<file path="config.mk">
export PLATFORM = sky130hd
export DESIGN_NAME = monitor_alert_regs
export DESIGN_NICKNAME = d
export VERILOG_FILES = /design/src/rtl/monitor_pkg.sv /design/src/rtl/reg_access_if.sv /design/src/rtl/serial_slave.sv /design/src/rtl/monitor_alert_regs.sv
export SDC_FILE = /design/constraint.sdc
export NUM_CORES = 1
export LEC_CHECK = 0
export BUFFER_PORTS_ARGS = -buffer_cell sky130_fd_sc_hd__buf_4
export CAP_MARGIN = 20
export CORE_MARGIN = 2
export CORE_UTILIZATION = 53
export CTS_BUF_LIST = sky130_fd_sc_hd__clkbuf_16
export DETAILED_ROUTE_END_ITERATION = 16
export PLACE_DENSITY = 0.8
export SYNTH_ARGS = -nofsm -noshare
export SYNTH_HDL_FRONTEND = slang
export SYNTH_HIERARCHICAL = 1
export SYNTH_SLANG_ARGS = --single-unit
</file>
<file path="constraint.sdc">
create_clock -name clk -period 2.6 [get_ports clk]
set_clock_uncertainty 0.05 [all_clocks]
set_input_delay 0.52 -clock clk [delete_from_list [all_inputs] [get_ports clk]]
set_output_delay 0.52 -clock clk [all_outputs]
set_load 0.03 [all_outputs]
</file>
<file path="src/rtl/monitor_pkg.sv">
// constants shared by the serial port and the monitor register bank
// assumes a single 200 MHz clock domain
`default_nettype none
package monitor_pkg;
  // register pointer addresses
  localparam logic [7:0]  PTR_CONFIG     = 8'h00;
  localparam logic [7:0]  PTR_MASK       = 8'h06;
  localparam logic [7:0]  PTR_THRESHOLD  = 8'h07;
  localparam logic [7:0]  PTR_MAKER      = 8'hfe;
  localparam logic [7:0]  PTR_DIE        = 8'hff;
  // reset values
  localparam logic [15:0] CONFIG_RESET   = 16'h4000;
  localparam logic [15:0] MASK_RESET     = 16'h0000;
  localparam logic [15:0] THRESH_RESET   = 16'h0000;
  // configuration fields
  localparam int CFG_RST  = 15;
  localparam int AVG_LO   = 9;
  localparam int BCT_LO   = 6;
  localparam int SCT_LO   = 3;
  localparam int MODE_LO  = 0;
  localparam logic [2:0]  MODE_OFF_A     = 3'h0;
  localparam logic [2:0]  MODE_OFF_B     = 3'h4;
  localparam logic [2:0]  SCT_SHORT_CODE = 3'h0;
  localparam logic [2:0]  SCT_LONG_CODE  = 3'h4;
  // mask/enable fields
  localparam int MSK_SHUNT_OVER  = 15;
  localparam int MSK_SHUNT_UNDER = 14;
  localparam int MSK_BUS_OVER    = 13;
  localparam int MSK_BUS_UNDER   = 12;
  localparam int MSK_POWER_OVER  = 11;
  localparam int MSK_READY_EN    = 10;
  localparam int MSK_FUNC_FLAG   = 4;
  localparam int MSK_DONE_FLAG   = 3;
  localparam int MSK_OVF_FLAG    = 2;
  localparam int MSK_LEVEL       = 1;
  localparam int MSK_LATCH       = 0;
  localparam logic [15:0] MASK_WR_BITS   = 16'hffe3;
  // die code fields
  localparam int DIE_PART_LO = 4;
  // timing
  localparam int CLK_PERIOD_PS    = 5000;
  localparam int SCT_SHORT_NS     = 150000;
  localparam int SCT_LONG_NS      = 1036000;
  localparam logic [6:0] DEV_ADDR_DEFAULT = 7'h40;
endpackage
`default_nettype wire

</file>
<file path="src/rtl/reg_access_if.sv">
// register access path between the serial port and the register bank
// assumes both ends share clk
`default_nettype none
interface reg_access_if;
  logic [7:0]  addr;
  logic [15:0] wdata;
  logic        wr_stb;
  logic        rd_stb;
  logic [15:0] rdata;
  modport port_side (output addr, output wdata, output wr_stb, output rd_stb, input rdata);
  modport bank_side (input addr, input wdata, input wr_stb, input rd_stb, output rdata);
endinterface
`default_nettype wire

</file>
<file path="src/rtl/serial_slave.sv">
// two-wire serial slave: pointer byte, then 16-bit words msb first
// assumes scl and sda arrive asynchronously and are oversampled by clk
`default_nettype none
module serial_slave (
  input  wire logic       clk,       // system clock
  input  wire logic       rstn,      // async reset, active low
  input  wire logic [6:0] dev_addr,  // bus address of this device
  input  wire logic       scl_in,    // serial clock pin
  input  wire logic       sda_in,    // serial data pin level
  output logic            sda_o,     // data pin drive value
  output logic            sda_oe,    // data pin pulled low while high
  reg_access_if.port_side ra         // register access
);
  typedef enum logic [6:0] {
    S_IDLE = 7'h01, S_ADDR = 7'h02, S_ADDR_ACK = 7'h04, S_WR = 7'h08,
    S_WR_ACK = 7'h10, S_RD = 7'h20, S_RD_ACK = 7'h40
  } st_type;

  logic [1:0] scl_sync_ff, sda_sync_ff;
  logic       scl_d_ff, sda_d_ff;
  st_type     st_ff;
  logic [3:0] bit_ff;
  logic [7:0] shift_ff, tx_ff;
  logic [1:0] byte_ff;
  logic       rw_ff, nack_ff, lsb_next_ff, oe_ff;
  logic [7:0] ptr_ff, msb_ff;
  logic [15:0] word_ff;
  logic       rise, fall, start, stop;

  // ----------------------------------------
  // pin synchronisers and edge finding
  // ----------------------------------------
  always_ff @(posedge clk or negedge rstn) begin
    if (!rstn) begin
      scl_sync_ff <= 2'h3;
      sda_sync_ff <= 2'h3;
      scl_d_ff    <= 1'b1;
      sda_d_ff    <= 1'b1;
    end else begin
      scl_sync_ff <= {scl_sync_ff[0], scl_in};
      sda_sync_ff <= {sda_sync_ff[0], sda_in};
      scl_d_ff    <= scl_sync_ff[1];
      sda_d_ff    <= sda_sync_ff[1];
    end
  end
  assign rise  = scl_sync_ff[1] & ~scl_d_ff;
  assign fall  = ~scl_sync_ff[1] & scl_d_ff;
  assign start = scl_sync_ff[1] & scl_d_ff & sda_d_ff & ~sda_sync_ff[1];
  assign stop  = scl_sync_ff[1] & scl_d_ff & ~sda_d_ff & sda_sync_ff[1];

  // ----------------------------------------
  // protocol state machine
  // ----------------------------------------
  always_ff @(posedge clk or negedge rstn) begin
    if (!rstn) begin
      st_ff <= S_IDLE;
      bit_ff <= 4'h0;
      shift_ff <= 8'h00;
      tx_ff <= 8'h00;
      byte_ff <= 2'h0;
      rw_ff <= 1'b0;
      nack_ff <= 1'b0;
      lsb_next_ff <= 1'b0;
      oe_ff <= 1'b0;
      ptr_ff <= 8'h00;
      msb_ff <= 8'h00;
    end else if (start) begin
      st_ff <= S_ADDR;
      bit_ff <= 4'h0;
      byte_ff <= 2'h0;
      oe_ff <= 1'b0;
    end else if (stop) begin
      st_ff <= S_IDLE;
      oe_ff <= 1'b0;
    end else if (rise) begin
      bit_ff <= bit_ff + 4'h1;
      if (st_ff == S_ADDR || st_ff == S_WR)
        shift_ff <= {shift_ff[6:0], sda_sync_ff[1]};
      if (st_ff == S_RD_ACK)
        nack_ff <= sda_sync_ff[1];
    end else if (fall) begin
      unique case (st_ff)
        S_IDLE: ;
        S_ADDR: if (bit_ff == 4'h8) begin
          if (shift_ff[7:1] == dev_addr) begin
            st_ff <= S_ADDR_ACK;
            rw_ff <= shift_ff[0];
            oe_ff <= 1'b1;
          end else begin
            st_ff <= S_IDLE;
          end
        end
        S_ADDR_ACK: begin
          bit_ff <= 4'h0;
          if (rw_ff) begin
            st_ff <= S_RD;
            tx_ff <= ra.rdata[15:8];
            oe_ff <= ~ra.rdata[15];
            lsb_next_ff <= 1'b1;
          end else begin
            st_ff <= S_WR;
            oe_ff <= 1'b0;
          end
        end
        S_WR: if (bit_ff == 4'h8) begin
          st_ff <= S_WR_ACK;
          oe_ff <= 1'b1;
          unique case (byte_ff)
            2'h0: ptr_ff <= shift_ff;
            2'h1: msb_ff <= shift_ff;
            default: ;
          endcase
          byte_ff <= (byte_ff == 2'h2) ? 2'h1 : byte_ff + 2'h1;
        end
        S_WR_ACK: begin
          st_ff <= S_WR;
          oe_ff <= 1'b0;
          bit_ff <= 4'h0;
        end
        S_RD: if (bit_ff == 4'h8) begin
          st_ff <= S_RD_ACK;
          oe_ff <= 1'b0;
        end else begin
          oe_ff <= ~tx_ff[3'(4'h7 - bit_ff)];
        end
        S_RD_ACK: begin
          bit_ff <= 4'h0;
          if (nack_ff) begin
            st_ff <= S_IDLE;
          end else begin
            st_ff <= S_RD;
            tx_ff <= lsb_next_ff ? word_ff[7:0] : ra.rdata[15:8];
            oe_ff <= ~(lsb_next_ff ? word_ff[7] : ra.rdata[15]);
            lsb_next_ff <= ~lsb_next_ff;
          end
        end
      endcase
    end
  end

  // word latched at the msb fetch so both bytes come from one read
  always_ff @(posedge clk or negedge rstn) begin
    if (!rstn)
      word_ff <= 16'h0000;
    else if (ra.rd_stb)
      word_ff <= ra.rdata;
  end

  assign ra.rd_stb = fall & ((st_ff == S_ADDR_ACK & rw_ff) |
                             (st_ff == S_RD_ACK & ~nack_ff & ~lsb_next_ff));
  assign ra.wr_stb = fall & (st_ff == S_WR) & (bit_ff == 4'h8) & (byte_ff == 2'h2);
  assign ra.addr   = ptr_ff;
  assign ra.wdata  = {msb_ff, shift_ff};
  assign sda_o     = 1'b0;
  assign sda_oe    = oe_ff;
endmodule
`default_nettype wire

</file>
<file path="src/rtl/monitor_alert_regs.sv">
// register bank and alert logic of a current, voltage and power monitor
// assumes results arrive from a front end on clk with a one-cycle valid pulse
//
// Overview of operation
// - Read/write 16-bit alert threshold at pointer 07h, cleared at power-up.
// - Compare threshold with the quantity picked by the enabled alert function.
// - Read-only maker code at pointer FEh returns a fixed value.
// - Read-only die code at FFh: part code 15:4, revision 3:0.
// - Configuration: reset 15, reserved 14:12, averaging, bus time, shunt time, mode.
// - Shunt time code 100 means 1.036 ms, code 000 means 150 us.
// - Five limit functions; alert output serves only the enabled one.
// - Mask/enable layout: five enables, ready enable, reserved, three flags, level, latch.
// - Several functions enabled: only the highest enabled bit counts.
// - Level bit clear gives active-low alert, set gives active-high.
// - Ready flag cleared by non power-down config write or mask read.
`default_nettype none
module monitor_alert_regs #(
  parameter int unsigned SCT_SHORT_CYC = monitor_pkg::SCT_SHORT_NS * 1000
                                         / monitor_pkg::CLK_PERIOD_PS, // 150 us in cycles
  parameter int unsigned SCT_LONG_CYC  = monitor_pkg::SCT_LONG_NS * 1000
                                         / monitor_pkg::CLK_PERIOD_PS, // 1.036 ms in cycles
  parameter logic [15:0] MAKER_CODE    = 16'h5a5a, // arbitrary value
  parameter logic [11:0] PART_CODE     = 12'h123,  // arbitrary value
  parameter logic [3:0]  REV_CODE      = 4'h1      // arbitrary value
) (
  input  wire logic        clk,                   // 200 MHz clock
  input  wire logic        rstn,                  // async reset, active low
  input  wire logic        scl_in,                // serial clock pin
  input  wire logic        sda_in,                // serial data pin level
  output logic             sda_o,                 // data pin drive value
  output logic             sda_oe,                // data pin driven low while high
  input  wire logic [15:0] shunt_value,           // signed shunt result
  input  wire logic [15:0] bus_value,             // bus result
  input  wire logic [15:0] power_value,           // power result
  input  wire logic        result_valid,          // new result pulse
  input  wire logic        math_overflow,         // overflow with this result
  output logic             alert_out,             // alert pin level
  output logic [2:0]       sample_averaging,      // averaging code
  output logic [2:0]       bus_conversion_time,   // bus time code
  output logic [2:0]       shunt_conversion_time, // shunt time code
  output logic [2:0]       op_mode,               // operating mode code
  output logic [17:0]      shunt_conv_cycles,     // shunt time in clk cycles
  output logic             soft_reset             // reset request pulse
);
  reg_access_if ra ();

  logic [15:0] cfg_ff, mask_ff, thr_ff;
  logic        cond_ff, aff_ff, conversion_done_flag_ff, ovf_ff, shunt_ct_long_ff;
  logic        nxt_cond, nxt_aff, cfg_wr, mask_wr, thr_wr, mask_rd, latch_on, active;
  logic [4:0]  fn_en;
  logic [4:0]  fn_sel;
  logic [4:0]  fn_hit;

  serial_slave u_port (
    .clk      (clk),
    .rstn     (rstn),
    .dev_addr (monitor_pkg::DEV_ADDR_DEFAULT),
    .scl_in   (scl_in),
    .sda_in   (sda_in),
    .sda_o    (sda_o),
    .sda_oe   (sda_oe),
    .ra       (ra.port_side)
  );

  // ----------------------------------------
  // register decode
  // ----------------------------------------
  assign cfg_wr  = ra.wr_stb & (ra.addr == monitor_pkg::PTR_CONFIG);
  assign mask_wr = ra.wr_stb & (ra.addr == monitor_pkg::PTR_MASK);
  assign thr_wr  = ra.wr_stb & (ra.addr == monitor_pkg::PTR_THRESHOLD);
  assign mask_rd = ra.rd_stb & (ra.addr == monitor_pkg::PTR_MASK);
  assign soft_reset = cfg_wr & ra.wdata[monitor_pkg::CFG_RST];

  always_ff @(posedge clk or negedge rstn) begin
    if (!rstn)
      cfg_ff <= monitor_pkg::CONFIG_RESET;
    else if (soft_reset)
      cfg_ff <= monitor_pkg::CONFIG_RESET;
    else if (cfg_wr)
      cfg_ff <= {1'b0, ra.wdata[14:0]};
  end

  always_ff @(posedge clk or negedge rstn) begin
    if (!rstn)
      thr_ff <= monitor_pkg::THRESH_RESET;
    else if (soft_reset)
      thr_ff <= monitor_pkg::THRESH_RESET;
    else if (thr_wr)
      thr_ff <= ra.wdata;
  end

  // flag bits 4:2 are hardware owned and ignore writes
  always_ff @(posedge clk or negedge rstn) begin
    if (!rstn)
      mask_ff <= monitor_pkg::MASK_RESET;
    else if (soft_reset)
      mask_ff <= monitor_pkg::MASK_RESET;
    else if (mask_wr)
      mask_ff <= ra.wdata & monitor_pkg::MASK_WR_BITS;
  end

  always_comb begin
    unique case (ra.addr)
      monitor_pkg::PTR_CONFIG:    ra.rdata = cfg_ff;
      monitor_pkg::PTR_MASK:      ra.rdata = {mask_ff[15:5], aff_ff, conversion_done_flag_ff, ovf_ff,
                                              mask_ff[1:0]};
      monitor_pkg::PTR_THRESHOLD: ra.rdata = thr_ff;
      monitor_pkg::PTR_MAKER:     ra.rdata = MAKER_CODE;
      monitor_pkg::PTR_DIE:       ra.rdata = {PART_CODE, REV_CODE};
      default:                    ra.rdata = 16'h0000;
    endcase
  end

  // ----------------------------------------
  // configuration fields
  // ----------------------------------------
  assign sample_averaging      = cfg_ff[monitor_pkg::AVG_LO +: 3];
  assign bus_conversion_time   = cfg_ff[monitor_pkg::BCT_LO +: 3];
  assign shunt_conversion_time = cfg_ff[monitor_pkg::SCT_LO +: 3];
  assign op_mode               = cfg_ff[monitor_pkg::MODE_LO +: 3];

  // only the two documented codes are mapped; others use the long time
  always_ff @(posedge clk or negedge rstn) begin
    if (!rstn)
      shunt_ct_long_ff <= 1'b0;
    else
      shunt_ct_long_ff <= (shunt_conversion_time != monitor_pkg::SCT_SHORT_CODE);
  end
  assign shunt_conv_cycles = shunt_ct_long_ff ? 18'(SCT_LONG_CYC)
                                              : 18'(SCT_SHORT_CYC);

  // ----------------------------------------
  // alert function select and compare
  // ----------------------------------------
  assign fn_en = mask_ff[monitor_pkg::MSK_POWER_OVER +: 5];
  assign fn_hit[4] = $signed(shunt_value) > $signed(thr_ff);
  assign fn_hit[3] = $signed(shunt_value) < $signed(thr_ff);
  assign fn_hit[2] = bus_value > thr_ff;
  assign fn_hit[1] = bus_value < thr_ff;
  assign fn_hit[0] = power_value > thr_ff;

  // one-hot of the highest enabled function
  genvar gi;
  generate
    for (gi = 0; gi < 5; gi++) begin : g_sel
      if (gi == 4) begin : g_top
        assign fn_sel[gi] = fn_en[gi];
      end else begin : g_low
        assign fn_sel[gi] = fn_en[gi] & ~|fn_en[4:gi+1];
      end
    end
  endgenerate

  assign latch_on = mask_ff[monitor_pkg::MSK_LATCH];
  assign nxt_cond = result_valid ? |(fn_sel & fn_hit) : cond_ff;
  // a new hit wins over the clear from a mask read
  assign nxt_aff  = latch_on ? ((aff_ff & ~mask_rd) | (result_valid & nxt_cond))
                             : nxt_cond;

  always_ff @(posedge clk or negedge rstn) begin
    if (!rstn) begin
      cond_ff <= 1'b0;
      aff_ff  <= 1'b0;
    end else if (soft_reset) begin
      cond_ff <= 1'b0;
      aff_ff  <= 1'b0;
    end else begin
      cond_ff <= nxt_cond;
      aff_ff  <= nxt_aff;
    end
  end

  // ----------------------------------------
  // ready and overflow flags
  // ----------------------------------------
  always_ff @(posedge clk or negedge rstn) begin
    if (!rstn)
      conversion_done_flag_ff <= 1'b0;
    else if (result_valid)
      conversion_done_flag_ff <= 1'b1;
    else if (soft_reset || mask_rd ||
             (cfg_wr && ra.wdata[monitor_pkg::MODE_LO +: 3] != monitor_pkg::MODE_OFF_A &&
              ra.wdata[monitor_pkg::MODE_LO +: 3] != monitor_pkg::MODE_OFF_B))
      conversion_done_flag_ff <= 1'b0;
  end

  always_ff @(posedge clk or negedge rstn) begin
    if (!rstn)
      ovf_ff <= 1'b0;
    else if (result_valid)
      ovf_ff <= math_overflow;
  end

  // ----------------------------------------
  // alert pin
  // ----------------------------------------
  assign active = aff_ff | (mask_ff[monitor_pkg::MSK_READY_EN] & conversion_done_flag_ff);
  assign alert_out = mask_ff[monitor_pkg::MSK_LEVEL] ? active : ~active;
endmodule
`default_nettype wire

</file>
Word level (Yosys, flattened, before mapping). Cells that the tools add are included.

Equal/unequal tests: 25. Multiplexer cells: 59. Add/sub/neg operators: 3. Bitwise operators: 44. Reduce and logical (&&, ||, !) cells: 40. $lt $le $gt $ge: 6.

Operators by type and width (count): 16-bit 2-to-1 mux (6); 16-bit case mux with 5 select lines (1); 7-bit 2-to-1 mux (7); 16-bit greater-than comparator (3); 7-bit case mux with 6 select lines (1); 7-bit AND reduction (5); 16-bit less-than comparator (2); 1-bit bitwise AND (26); 8-bit 2-to-1 mux (3); 1-bit 2-to-1 mux (21); 4-bit 2-to-1 mux (5); 18-bit 2-to-1 mux (1); 8-bit by 3-bit equality test with 1-bit output (second input constant) (2); 8-bit equality test (second input constant) (2); 8-bit case mux with 2 select lines (1); 2-bit nonzero test (8); 3-bit nonzero test (5); 7-bit equality test (second input constant) (2); 2-bit 2-to-1 mux (7); 1-bit NOT (14); 6-bit 2-to-1 mux (2); 4-bit by 2-bit inequality test with 1-bit output (second input constant) (3); 8-bit logical NOT (1); 4-bit AND reduction (2); other kinds (35) (47).

Register bits: 116. Bits of input ports: 54. Output and inout port bits: 34. Word-level logic and storage cells: 201.

Longest topological paths before layout.
Word-level depth: 11. Gate-level depth with buffers: 10. Mapped depth without buffers: 9.

Hierarchy. Netlist, hierarchy kept.

Modules (own cells, without submodules): monitor_alert_regs (area an instance 3885.0 µm², times used 1, sequential area each 1227.4 µm², cells an instance 432); serial_slave (area an instance 3086.7 µm², times used 1, sequential area each 1585.3 µm², cells an instance 260).

Least setup slack after synthesis. Ideal clock, no wire load.

Path kind: register to output. Start point: register u_port.st_ff[2]. End point: output port soft_reset. Stages on the path, launching flop included: 8. Data required time: 2030 ps. Arrival: 2279 ps. Path buffers: 3. Setup slack: -249 ps. Cell sequence: dfrtp_1 -> buf_6 -> nor4_1 -> nand3_1 -> nor4b_1 -> and3_1 -> clkbuf_1 -> buf_2.

Word-level cells in the longest chain between the ends: 6.

Ends and longest elaborated chain: start: declaration (RTL line serial_slave.sv:21) `st_type st_ff;`; start signal: assignment (RTL line serial_slave.sv:56) `st_ff <= S_IDLE;`; start signal: assignment (RTL line serial_slave.sv:68) `st_ff <= S_ADDR;`; start signal: assignment (RTL line serial_slave.sv:73) `st_ff <= S_IDLE;`; 7-bit by 4-bit equality test with 1-bit output (RTL line serial_slave.sv:151) `assign ra.wr_stb = fall & (st_ff == S_WR) & (bit_ff == 4'h8) & (byte_ff == 2'h2);`; 1-bit bitwise AND (3 in series) (RTL line serial_slave.sv:151); net ra.wr_stb (RTL line reg_access_if.sv:7) `logic wr_stb;`; 1-bit bitwise AND (RTL line monitor_alert_regs.sv:68) `assign cfg_wr = ra.wr_stb & (ra.addr == monitor_pkg::PTR_CONFIG);`; 1-bit bitwise AND (RTL line monitor_alert_regs.sv:72) `assign soft_reset = cfg_wr & ra.wdata[monitor_pkg::CFG_RST];`; end: declaration (RTL line monitor_alert_regs.sv:43) `output logic soft_reset`.

The timed path passes the listed nets, and every way through them passes these cells.

Worst setup path after layout.
Start point: register u_port.scl_d_ff. End point: output port soft_reset.

Word-level cells in the longest chain between the ends: 6.

Ends and longest elaborated chain: start: declaration (RTL line serial_slave.sv:20) `logic scl_d_ff, sda_d_ff;`; start signal: assignment (RTL line serial_slave.sv:42) `scl_d_ff <= scl_sync_ff[1];`; 1-bit bitwise AND (RTL line serial_slave.sv:47) `assign fall = ~scl_sync_ff[1] & scl_d_ff;`; 1-bit bitwise AND (3 in series) (RTL line serial_slave.sv:151); net ra.wr_stb (RTL line reg_access_if.sv:7); 1-bit bitwise AND (RTL line monitor_alert_regs.sv:68); 1-bit bitwise AND (RTL line monitor_alert_regs.sv:72).

The timed path passes the listed nets, and every way through them passes these cells.

==> results by group <==
GRT
  • Total GRT Usage: about a quarter
  • Congestion Overflow GR: 0
  • Largest net degree at the start of global routing: 45
  • Initial antenna violation count: 0
  • Global-route wire length before repair: 29200 um
  • Vias in the first global route: just under 6000

Placed design
  • Post-placement cell count: roughly 940
  • GPL Wtd Cong: approximately 0.9
  • Dpl ws: -0.0932 ns
  • IO buf count: 76
  • Dpl hpwl: 13600 um

Synthesis
  • Synth Area in Adders: approximately a tenth
  • Post-synthesis register bit count: about 110
  • Post-Syn Area: between 6000 and 7000 sq um
  • Compound-cell area share of the yosys netlist: 12.5%
  • Number of synthesized flops with an enable pin: 0
  • Mean Syn Cell Area: about 10 sq um
  • Primary FF master, synth: dfrtp_1
  • Simple logic cell fraction of the synthesized area: between 10% and 20%
  • Synthesis Warnings: 6
  • Yosys cell types: 71
  • Largest family of logic cells by synthesized area: simple AND/OR/NAND/NOR gates
  • Ys async rst share: between 90% and 100%
  • Mux cell area share after synthesis: about 14%
  • Synth Area in XOR/XNOR: about 1.6%
  • Cells after synthesis: 692
  • Seq/Total Area, Yosys: just over 40%

STA
  • RSZ-0062 raised after global routing: true
  • Worst Setup Slack, final: -0.0151 ns
  • Slew Limit Fails: 0
  • Max_slew headroom: between 40% and 50%
  • Final Setup Violations: 2
  • FMAX: 382 MHz
  • Count of final hold-check violations: 0
  • Worst Max-Slew Pin Slew: about 0.76 ns
  • Period utilization: 101%
  • Tmin final: between 2 and 3 ns

Detailed routing
  • Vias per inst: around 6
  • Post-Route WL: 18100 um
  • Starting DRT DRC Count: approximately 400
  • Wire length on met3: 1160 um
  • Vias: around 5700
  • Top Metal Used: met4
  • Wire per inst: 18.8 um
  • 1st-pass router iterations: 4
  • Met2 WL: 8840 um
  • Routed Antenna Nets: 0
  • # DRC: 0
  • Wl on met1: about 7500 um

Floorplanning
  • Starting Density: a little over half
  • FP Rows: 41
  • Die ar.: 14100 sq um
  • Core Region: between 10000 and 15000 sq um
  • Die height: around 120 um
  • Die width: around 120 um
  • Num ports: just under 90

Critical path
  • Crit. End Element: output pin
  • CP required: 2.03 ns
  • Worst path slowest cell: dfstp_2
  • Reg2reg path depth: 5
  • Launching point of the worst reg2reg path: u_port/st_ff[5]
  • CP Max Fanout: 2
  • Delay-heaviest family, CP: simple AND/OR/NAND/NOR gates
  • Crit-path max cell delay: around 0.56 ns
  • Reg2Reg Capture Point: u_port/st_ff[3]
  • Bufs and invs on worst path: 2
  • Worst path arrival time: about 2.1 ns
  • CP Cell Sequence: ha_4 -> and4b_2 -> nor4b_4 -> buf_4 -> and3_4 -> buf_6
  • CP Class: reg -> out
  • Critical Path Start Type: register
  • R2r setup slk: 0 ns

Clock network
  • CTS Sinks: 112
  • Worst-path clk slew: around 0.070 ns
  • TritonCTS clock tree: done
  • Clk root buf: clkbuf_16
  • Count of hold-fix buffers inserted at cts: 0
  • CTS H-Tree Depth: 3
  • Worst-Skew Late Latency: roughly 0.36 ns
  • CTS max path bufs: 2
  • Num CTS Buffers: 9

Final layout
  • Non-filler cells in the finished layout: around 960
  • Synth-to-layout area growth: 18.3%
  • ANT cells: 0
  • Nets@finish: between 800 and 900
  • Layout cell share with drive strength beyond 1: approximately 28%

Run status
  • Run status: finished, violations left
  • Failing checks: setup timing

Min path
  • Hold WC Path Type: in -> async

Power
  • Static Leak: around 3.8 nW
  • Power Dens Cells: 569 nW/um^2
  • Worst VDD drop: around 0.4 mV

Flow run
  • Total of max-cap violations: 0
==> Yosys cell counts, drive strengths merged (10+ instances only) <==
cell type  number  share of area, %
ha             54               9.7
o21ai          44               3.2
nand2          60               3.2
nor3           10              0.86
mux2i          45               6.5
clkbuf         12              0.65
nand2b         16               1.4
nor2           52               2.8
nand4          14               1.6
nand3          13              0.93
a21oi          40               2.9
inv            33               1.8
buf            42               4.2
mux2           45               7.3
dfrtp         104                37
==> cells in the final DEF, fill, tap and decap left out, types with 3 or more instances in the layout <==
cell | Yosys | layout
nand2b_1 | 16 | 16
nor4_1 | 6 | 4
mux2i_1 | 45 | 45
ha_1 | 54 | 53
dfstp_2 | 8 | 8
nor2b_1 | 5 | 5
nand3b_1 | 3 | 3
nor3_1 | 8 | 8
nand2_1 | 60 | 60
nand4_1 | 12 | 12
clkbuf_16 | 0 | 9
a32oi_1 | 5 | 5
a22o_1 | 3 | 3
buf_4 | 32 | 117
a221o_1 | 3 | 3
o211ai_1 | 5 | 5
nor4b_1 | 4 | 3
nor2_1 | 51 | 51
mux2_4 | 1 | 3
o21ai_0 | 31 | 31
a21o_1 | 6 | 6
mux2_2 | 43 | 41
dfrtp_1 | 104 | 102
nand3_1 | 13 | 12
o21a_1 | 4 | 4
conb_1 | 3 | 18
buf_12 | 0 | 3
o21ai_1 | 13 | 13
xnor2_1 | 5 | 5
a21oi_1 | 40 | 40
xor2_1 | 8 | 8
inv_1 | 33 | 33
==> registers in the layout, indices dropped and copies added (netlist names), 2 cells and up <==
signal,count
u_port/shift_ff,8
u_port/msb_ff,8
thr_ff,16
mask_ff,13
u_port/byte_ff,2
u_port/ra.addr,8
u_port/sda_sync_ff,2
u_port/st_ff,7
u_port/tx_ff,8
u_port/bit_ff,4
u_port/word_ff,8
u_port/scl_sync_ff,2
cfg_ff,15
==> worst register-to-register path, cell delays in order, from the launching register on <==
cell and delay, ns:
dfrtp_2 0.43, buf_4 0.15, or4_4 0.53, or3_4 0.46, a311oi_4 0.48, mux2_2 0.39
==> where the power goes <==
group	switching, W	internal [W]	leakage [nW]
Sequential	0.000185	0.00186	1.51
Combinational	0.000700	0.000650	2.13
Clock	0.000647	0.000652	0.135
Total	0.00153	0.00317	3.77
==> cell type report <==
type	instances	area, sq um
multi-input cells	509	3870
clock buffers	9	225
repair buffers	121	950
well taps	172	215
flip-flops and latches	112	2820
fillers	991	4470
inverters	33	124
clock inverters	7	48.8
==> through the flow <==
step / utilization [%] / cell area [sq um] / total power, W / setup TNS (ns) / hold slack, ns
2_1_floorplan: - / 7040 / 0.00283 / 0 / 0.174
3_3_place_gp: 61.3 / 7800 / 0.00320 / 0 / 0.295
3_5_place_dp: 61.3 / 7800 / 0.00325 / -0.150 / 0.301
4_1_cts: 64.1 / 8150 / 0.00460 / -0.0211 / 0.141
5_1_grt: 64.9 / 8250 / 0.00492 / -0.210 / 0.164
6_report: 64.9 / 8250 / 0.00470 / -0.0173 / 0.123
==> timing repair <==
item | 4_1_cts | 5_1_grt
buffers inserted | 5 | 6
gates resized for setup | 10 | 8
cloned | 0 | 1
pin swaps | 3 | 5
endpoints found under the setup margin | 1 | 7
==> how the worst max path moves through the flow <==
| stage | from | endpoint | slack, ns | depth (start not counted) |
|---|---|---|---|---|
| floorplan | u_port/st_ff[2] | soft_reset | 0.02 | 7 |
| global placement | shunt_value[11] | aff_ff | 0.008 | 9 |
| detailed placement | bus_value[1] | aff_ff | -0.09 | 9 |
| CTS | u_port/st_ff[6] | soft_reset | -0.02 | 6 |
| global route | u_port/st_ff[6] | soft_reset | -0.07 | 6 |
| finish | u_port/scl_d_ff | soft_reset | -0.02 | 6 |
==> routing by layer <==
layer  track usage, %  up-vias
met4             10.7        0
met5                0        -
met1             33.5     2844
met3             5.50       58
li1                 -     2622
met2             43.1      212
==> logic make-up (layout without fill, tap and decap cells) <==
family | after synthesis | count (layout)
AND/OR/NAND/NOR | 198 | 198
other | 3 | 18
buffers and inverters | 87 | 170
flip-flops | 112 | 112
adder cells (fa/ha/maj) | 54 | 54
XOR/XNOR | 13 | 13
multiplexers | 92 | 92
AO/OA/AOI/OAI | 133 | 134
Power figures use the tool's default switching activity.
